==> src/core/gpp_params.svh <==
// constants for the general digital port pin block
// assumes an axi4-lite master with 32-bit data and word-aligned addresses
// Operation
// direction bit one makes pin output
// input with output bit one gets pull-up
// global pull-up disable kills every pull-up
// output pin drives its output bit value
// reset tri-states every pin
// reset disables all pull-ups
// direction, output, input words at separate addresses
// input word reads pad regardless of direction
// sample stage then capture on rising edge; code has no sample stage, the pad goes straight into din on the rising edge
// written value visible one cycle later
// software steps through intermediate state, tristate/high
// software steps through intermediate state, pullup/low
// deep sleep clamps digital inputs to ground
// enabled interrupt pins are not clamped
// high pin sets edge flag after sleep
// input word read-only, others read-write
// direction and output reset to zero
`ifndef GPP_PARAMS_SVH
`define GPP_PARAMS_SVH
`define GPP_OFS_DIR     8'h00
`define GPP_OFS_OUT     8'h04
`define GPP_OFS_IN      8'h08
`define GPP_OFS_CTRL    8'h0c
`define GPP_OFS_IRQ_ST  8'h10
`define GPP_OFS_IRQ_MSK 8'h14
`define GPP_OFS_EXT_EN  8'h18
`define GPP_OFS_EXT_EDG 8'h1c
`define GPP_CTRL_PUD    0
`define GPP_CTRL_SLEEP  1
`define GPP_RESP_OKAY   2'b00
`define GPP_RESP_SLVERR 2'b10
`endif

==> src/core/gpp_pkg.sv <==
// types for the general digital port pin block
// assumes gpp_params.svh is compiled alongside
package gpp_pkg;
    typedef enum logic [1:0] {
        GPP_W_IDLE,
        GPP_W_RESP
    } gpp_wstate_t;

    typedef struct packed {
        logic [31:0] dir;
        logic [31:0] dout;
        logic [31:0] din;
        logic        global_pullup_disable;
        logic        sleep;
        logic [31:0] ext_en;
        logic [31:0] ext_edge;
        logic [31:0] irq_st;
        logic [31:0] irq_msk;
        logic [31:0] prev_in;
        logic        sleep_prev;
        logic        irq;
        logic [31:0] pad_o;
        logic [31:0] pad_oe_n;
        logic [31:0] pull_en;
        logic        aw_seen;
        logic        w_seen;
        logic [7:0]  awaddr;
        logic [31:0] wdata;
        logic [3:0]  wstrb;
        logic        awready;
        logic        wready;
        logic        bvalid;
        logic [1:0]  bresp;
        logic        arready;
        logic        rvalid;
        logic [31:0] rdata;
        logic [1:0]  rresp;
    } gpp_state_t;
endpackage : gpp_pkg

==> src/core/gpp_port.sv <==
// one port of general digital pins with axi4-lite register access
// assumes pads resolved outside: pad_oe_n low drives, pull_en adds a pull-up
`timescale 1ns/1ps
`include "gpp_params.svh"
module gpp_port
    import gpp_pkg::*;
#(
    parameter int NPIN = 8
) (
    input  wire logic              aclk,
    input  wire logic              aresetn,
    input  wire logic [7:0]        s_axi_awaddr,
    input  wire logic              s_axi_awvalid,
    output logic                   s_axi_awready,
    input  wire logic [31:0]       s_axi_wdata,
    input  wire logic [3:0]        s_axi_wstrb,
    input  wire logic              s_axi_wvalid,
    output logic                   s_axi_wready,
    output logic [1:0]             s_axi_bresp,
    output logic                   s_axi_bvalid,
    input  wire logic              s_axi_bready,
    input  wire logic [7:0]        s_axi_araddr,
    input  wire logic              s_axi_arvalid,
    output logic                   s_axi_arready,
    output logic [31:0]            s_axi_rdata,
    output logic [1:0]             s_axi_rresp,
    output logic                   s_axi_rvalid,
    input  wire logic              s_axi_rready,
    input  wire logic [NPIN-1:0]   pad_i,
    output logic [NPIN-1:0]        pad_o,
    output logic [NPIN-1:0]        pad_oe_n,
    output logic [NPIN-1:0]        pull_en,
    output logic                   irq
);
    gpp_state_t s_q, s_d;
    logic [31:0] pad_ext;
    logic [31:0] clamp_in;
    logic [31:0] rd_word;
    logic [31:0] wmask;
    logic [31:0] ev;
    logic        wr_fire;
    logic        rd_fire;
    logic        rd_ok;
    logic        wr_ok;

    // ============================================================
    // pad input clamp
    // ============================================================
    assign pad_ext = {{(32-NPIN){1'b0}}, pad_i};
    genvar g;
    generate
        for (g = 0; g < 32; g++) begin : g_clamp
            // clamp ahead of the sampler; enabled interrupt pins escape
            assign clamp_in[g] = pad_ext[g] & ~(s_q.sleep & ~s_q.ext_en[g]);
        end
    endgenerate

    // ============================================================
    // register decode
    // ============================================================
    always_comb begin
        rd_word = 32'h0000_0000;
        rd_ok   = 1'b1;
        unique case (s_axi_araddr)
            `GPP_OFS_DIR:     rd_word = s_q.dir;
            `GPP_OFS_OUT:     rd_word = s_q.dout;
            `GPP_OFS_IN:      rd_word = s_q.din;
            `GPP_OFS_CTRL: begin
                rd_word[`GPP_CTRL_PUD]   = s_q.global_pullup_disable;
                rd_word[`GPP_CTRL_SLEEP] = s_q.sleep;
            end
            `GPP_OFS_IRQ_ST:  rd_word = s_q.irq_st;
            `GPP_OFS_IRQ_MSK: rd_word = s_q.irq_msk;
            `GPP_OFS_EXT_EN:  rd_word = s_q.ext_en;
            `GPP_OFS_EXT_EDG: rd_word = s_q.ext_edge;
            default:          rd_ok   = 1'b0;
        endcase
    end

    always_comb begin
        for (int i = 0; i < 4; i++) begin
            wmask[i*8 +: 8] = {8{s_q.wstrb[i]}};
        end
    end

    assign wr_fire = s_q.aw_seen & s_q.w_seen & ~s_q.bvalid;
    assign rd_fire = s_axi_arvalid & s_q.arready;
    assign wr_ok   = (s_q.awaddr[1:0] == 2'b00) && (s_q.awaddr <= `GPP_OFS_EXT_EDG);

    // ============================================================
    // next state
    // ============================================================
    always_comb begin
        s_d = s_q;
        // no separate sample stage; the clamped pad is captured straight into din on the rising edge
        s_d.din     = clamp_in & {{(32-NPIN){1'b0}}, {NPIN{1'b1}}};
        s_d.prev_in = s_q.din;
        s_d.sleep_prev = s_q.sleep;

        // edge events on enabled-or-not pins; wake produces a rise on a high pin not set in ext_en
        ev = s_q.ext_edge & (s_q.din ^ s_q.prev_in);
        if (s_q.sleep_prev & ~s_q.sleep) begin
            ev = ev | (s_q.ext_edge & ~s_q.ext_en & pad_ext);
        end

        // axi write channels, accepted in either order
        s_d.awready = ~s_q.aw_seen & ~s_q.bvalid;
        s_d.wready  = ~s_q.w_seen & ~s_q.bvalid;
        if (s_axi_awvalid & s_q.awready) begin
            s_d.aw_seen = 1'b1;
            s_d.awaddr  = s_axi_awaddr;
            s_d.awready = 1'b0;
        end
        if (s_axi_wvalid & s_q.wready) begin
            s_d.w_seen = 1'b1;
            s_d.wdata  = s_axi_wdata;
            s_d.wstrb  = s_axi_wstrb;
            s_d.wready = 1'b0;
        end
        if (wr_fire) begin
            s_d.aw_seen = 1'b0;
            s_d.w_seen  = 1'b0;
            s_d.bvalid  = 1'b1;
            s_d.bresp   = wr_ok ? `GPP_RESP_OKAY : `GPP_RESP_SLVERR;
            unique case (s_q.awaddr)
                `GPP_OFS_DIR:
                    s_d.dir = (s_q.dir & ~wmask) | (s_q.wdata & wmask);
                `GPP_OFS_OUT:
                    s_d.dout = (s_q.dout & ~wmask) | (s_q.wdata & wmask);
                `GPP_OFS_CTRL: begin
                    if (s_q.wstrb[0]) begin
                        s_d.global_pullup_disable   = s_q.wdata[`GPP_CTRL_PUD];
                        s_d.sleep = s_q.wdata[`GPP_CTRL_SLEEP];
                    end
                end
                `GPP_OFS_IRQ_ST:
                    s_d.irq_st = s_q.irq_st & ~(s_q.wdata & wmask);
                `GPP_OFS_IRQ_MSK:
                    s_d.irq_msk = (s_q.irq_msk & ~wmask) | (s_q.wdata & wmask);
                `GPP_OFS_EXT_EN:
                    s_d.ext_en = (s_q.ext_en & ~wmask) | (s_q.wdata & wmask);
                `GPP_OFS_EXT_EDG:
                    s_d.ext_edge = (s_q.ext_edge & ~wmask) | (s_q.wdata & wmask);
                // input word and unmapped: write ignored
                default: ;
            endcase
        end
        if (s_q.bvalid & s_axi_bready) begin
            s_d.bvalid = 1'b0;
        end
        // set beats clear in the same cycle
        s_d.irq_st = s_d.irq_st | (ev & {{(32-NPIN){1'b0}}, {NPIN{1'b1}}});

        // axi read
        s_d.arready = ~s_q.rvalid & ~rd_fire;
        if (rd_fire) begin
            s_d.rvalid = 1'b1;
            s_d.rdata  = rd_word;
            s_d.rresp  = rd_ok ? `GPP_RESP_OKAY : `GPP_RESP_SLVERR;
        end else if (s_q.rvalid & s_axi_rready) begin
            s_d.rvalid  = 1'b0;
            s_d.arready = 1'b1;
        end

        // pin drivers from the next register values
        s_d.pad_o    = s_d.dout;
        s_d.pad_oe_n = ~s_d.dir;
        s_d.pull_en  = ~s_d.dir & s_d.dout & {32{~s_d.global_pullup_disable}};
        s_d.irq      = |(s_d.irq_st & s_d.irq_msk);
    end

    // ============================================================
    // state register
    // ============================================================
    // synchronous reset: pins release at the first edge with reset low
    always_ff @(posedge aclk) begin
        if (!aresetn) begin
            s_q          <= '0;
            s_q.pad_oe_n <= 32'hffff_ffff;
            s_q.pull_en  <= 32'h0000_0000;
        end else begin
            s_q <= s_d;
        end
    end

    assign s_axi_awready = s_q.awready;
    assign s_axi_wready  = s_q.wready;
    assign s_axi_bvalid  = s_q.bvalid;
    assign s_axi_bresp   = s_q.bresp;
    assign s_axi_arready = s_q.arready;
    assign s_axi_rvalid  = s_q.rvalid;
    assign s_axi_rdata   = s_q.rdata;
    assign s_axi_rresp   = s_q.rresp;
    assign pad_o         = s_q.pad_o[NPIN-1:0];
    assign pad_oe_n      = s_q.pad_oe_n[NPIN-1:0];
    assign pull_en       = s_q.pull_en[NPIN-1:0];
    assign irq           = s_q.irq;
endmodule : gpp_port

==> config.mk <==
export PLATFORM = sky130hd
export DESIGN_NAME = gpp_port
export DESIGN_NICKNAME = d
export VERILOG_FILES = /design/src/core/gpp_pkg.sv /design/src/core/gpp_port.sv
export VERILOG_INCLUDE_DIRS = /design/src /design/src/core
export SDC_FILE = /design/constraint.sdc
export NUM_CORES = 1
export LEC_CHECK = 0
export BUFFER_PORTS_ARGS = -buffer_cell sky130_fd_sc_hd__buf_2
export CAP_MARGIN = 0
export CELL_PAD_IN_SITES_DETAIL_PLACEMENT = 0
export CELL_PAD_IN_SITES_GLOBAL_PLACEMENT = 2
export CORE_UTILIZATION = 32
export DETAILED_ROUTE_END_ITERATION = 8
export PLACE_DENSITY = 0.86
export SLEW_MARGIN = 20
export SYNTH_ARGS = -nofsm -noshare
export SYNTH_HDL_FRONTEND = slang
export SYNTH_SLANG_ARGS = --single-unit
==> constraint.sdc <==
create_clock -name aclk -period 2.78 [get_ports aclk]
set_input_delay 0.556 -clock aclk [delete_from_list [all_inputs] [get_ports aclk]]
set_output_delay 0.556 -clock aclk [all_outputs]
set_load 0.02 [all_outputs]
==> flow_metrics.py <==
metrics = {
    "timing": {
        "report.final.slew_viol_count": 0,
        "setup-tns-final_ns": 0,
        "final_min_period_over_clock_period_pct": 98.3,
        "final-hold-violation-count": 0,
        "setup_viol_count_final": 0,
        "worst_skew_ns": 0.0182,
        "slew_headroom_pct": 53.3,
        "holdWs_ns": 0.258,
        "worstMarginPinSlew_ns": 0.700,
        "final.setup.worst_slack_ns": 0.0468,
        "fmax_mhz": 366,
        "period_minus_slack_ns": 2.73,
    },
    "clocking": {
        "tritoncts_clock_tree": "built",
        "htreeDepth": 2,
        "clock_sinks": 313,
        "cts.hold.buffers_added": 0,
        "clk_pin_slew_ns": 0.06,
        "cts-root-to-sink-buffers": 3,
        "worstSkewPairLatency_ns": 0.53,
        "tritoncts.num_buffers": 36,
        "clock_tree.root_cell": "clkbuf_16",
    },
    "place": {
        "numPortBuffers": 130,
        "placement.cell_area_mm2": 0.0145,
        "finalWeightedCongestion": 0.921,
        "hpwlAfterDp_mm": 33.0,
        "post-place-ws_ns": 0.0383,
    },
    "die": {
        "die-area_mm2": 0.0419,
        "start_util_pct": 32.8,
        "coreArea_mm2": 0.0401,
        "die_h_um": 205,
        "row_count": 73,
        "ioPinCount": 133,
        "die_width_um": 205,
    },
    "synth": {
        "synth_edf_count": 0,
        "ys_ff_latch": 313,
        "seq_area_frac_synth_pct": 47.6,
        "synthesis.area_per_instance_um2": 8.34,
        "syn_inst": 1577,
        "synthArstFlopShare_pct": 0,
        "yosysWarningCount": 0,
        "mappedNetlistArea_mm2": 0.0132,
        "yosysUniqueCellTypes": 60,
        "dominantRegCellSynth": "dfxtp_1",
    },
    "final_layout": {
        "most_frequent_cells_in_the_layout": "311 x dfxtp_1, 273 x nand2_1, 242 x a21oi_1",
        "post_route_cells_drive_above_1_share_pct": 19.6,
        "num_antenna_cells": 0,
        "final_net_count": 1734,
        "final_area_mm2": 0.0158,
        "area.growth.synth_to_final_pct": 20.1,
        "layout.cells.most_common": "dfxtp_1",
    },
    "worst_hold_path": {
        "holdPathStages": 3,
        "hold_path.class": "in2reg",
    },
    "worst_setup_path": {
        "worstPathArrival_ns": 3.14,
        "critical_path_cell_count": 8,
        "cpPeakStageDelay_ns": 0.42,
        "critPathMaxFanout": 20,
        "critical_path_required_ns": 3.19,
        "worst_r2r_path_cells": 8,
        "timing.setup.critical_path_class": "reg2reg",
        "cp-start-kind": "flip-flop",
        "family_of_cells_with_the_greatest_summed_delay_on_the_critical_path": "compound AO/OA/AOI/OAI gates",
        "crit_path_cell_trace": "buf_4 > nor4b_4 > buf_12 > nand3_1 > mux2_1 > a2111oi_2 > nand4b_1 > o41a_1",
        "crit_path_top_delay_cell": "o41a_1",
        "cp-end-kind": "flip-flop",
        "critical_path_buf_inv_count": 2,
    },
    "global_routing": {
        "global_route_hottest_layer": "met1",
        "antenna_found_initial": 1,
        "global_route.usage.met2_pct": 32.8,
        "globalRoute.totalOverflow": 0,
        "groute.layer.met1.usage_pct": 33.5,
        "track_usage_pct": 22.4,
        "gr_layer_usage_met3_pct": 3.63,
        "grt_pass1_vias": 11400,
        "grt_max_degree": 65,
        "grt_pass1_wl_mm": 71.7,
    },
    "detailed_routing": {
        "remaining_drc_errors": 0,
        "finalWirelength_mm": 48.0,
        "drt-pass1-iter-count": 5,
        "via_count": 12100,
        "mean_routed_wirelength_per_cell_um": 21.7,
        "vias_per_cell": 5.46,
        "dr.first_iter.drc_count": 1138,
        "postRouteAntennaNets": 0,
    },
    "flow_run": {
        "maxCapViolCount": 0,
    },
    "power_and_ir_drop": {
        "p_per_area_mw_per_mm2": 639,
        "ir_worst_vdd_mv": 0.361,
        "total_power_mw": 10.1,
        "p_leak_nw": 5.71,
    },
    "status": {
        "status": "completed",
    },
}
synthesized netlist by cell type, types with 5 or more instances:
cell type    n  area (µm²)
xor2_1       8        70.1
and2_1      29         181
clkbuf_1    96         360
and3_1      13        81.3
a22oi_1     27         203
dfxtp_1    313        6270
nand3_1    135         676
nand4_1      5        31.3
or3_1        8        50.1
nor2_1      35         131
nand2_1    273        1020
mux2_2       9         101
a31oi_1     27         169
nor4bb_1     8        80.1
inv_1       31         116
buf_2       12        60.1
nor3_1      19        95.1
a22o_1      31         272
a221oi_1    41         359
mux2i_1      6        60.1
nand2b_1    11        68.8
buf_1        7        26.3
nor4_1       5        31.3
a21oi_1    242        1210
o41ai_1      8        70.1
buf_4       61         458
o21ai_0     50         250
buf_6        5        56.3
cell families after synthesis:
kind of cell           synth area share [%]
AO/OA/AOI/OAI                          21.4
other                                0.0285
buffers and inverters                  8.33
multiplexers                           1.31
AND/OR/NAND/NOR                        20.8
XOR/XNOR                              0.533
flip-flops                             47.6
cell type report:
type | count | area (µm²)
inverter | 32 | 125
clock buffer | 54 | 1050
tap | 525 | 657
timing repair buffer | 231 | 1600
multi-input combinational | 1053 | 5970
clock inverter | 7 | 125
fill | 4023 | 24300
sequential | 313 | 6270
path summary, 6_finish.rpt:
path | slack, ns | startpoint | endpoint
worst max-delay path | 0.05 | s_q[84] | irq
worst max register to register | 0.05 | s_q[84] | irq
worst min-delay path | 0.26 | pad_i[4] | s_d[189]
worst min register to register | 0.45 | s_q[280] | s_q[280]
power breakdown:
| part | leakage, nW | internal (mW) | total, mW | switching (mW) |
|---|---|---|---|---|
| combinational | 2.60 | 0.217 | 0.677 | 0.460 |
| clock | 0.575 | 2.88 | 4.75 | 1.87 |
| sequential | 2.54 | 4.57 | 4.67 | 0.0968 |
worst reg2reg max path: stages (launching register included):
cell,delay (ns)
dfxtp_1,0.38
buf_4,0.19
nor4b_4,0.32
buf_12,0.19
nand3_1,0.19
mux2_1,0.40
a2111oi_2,0.39
nand4b_1,0.15
o41a_1,0.42
metrics by stage:
| step | utilization [%] | cells |
|---|---|---|
| 5_1_grt | 39.4 | 2215 |
| 6_report | 39.4 | 2215 |
| 2_1_floorplan | - | 1578 |
| 4_1_cts | 39.0 | 2210 |
| 3_5_place_dp | 36.1 | 2149 |
| 3_3_place_gp | 36.1 | 2149 |
repair_timing:
item,CTS,global route
setup buffers,0,3
endpoints found under the hold margin,0,0
resized for setup,0,15
setup endpoints to repair,0,1
per-layer routing:
layer / vias to the layer above / share of wire (%)
met5: - / 0
met4: 0 / 2.0
met3: 63 / 7.1
met2: 460 / 42
met1: 5834 / 48
li1: 5747 / -
Note: power is estimated with default switching activity, not from simulation.
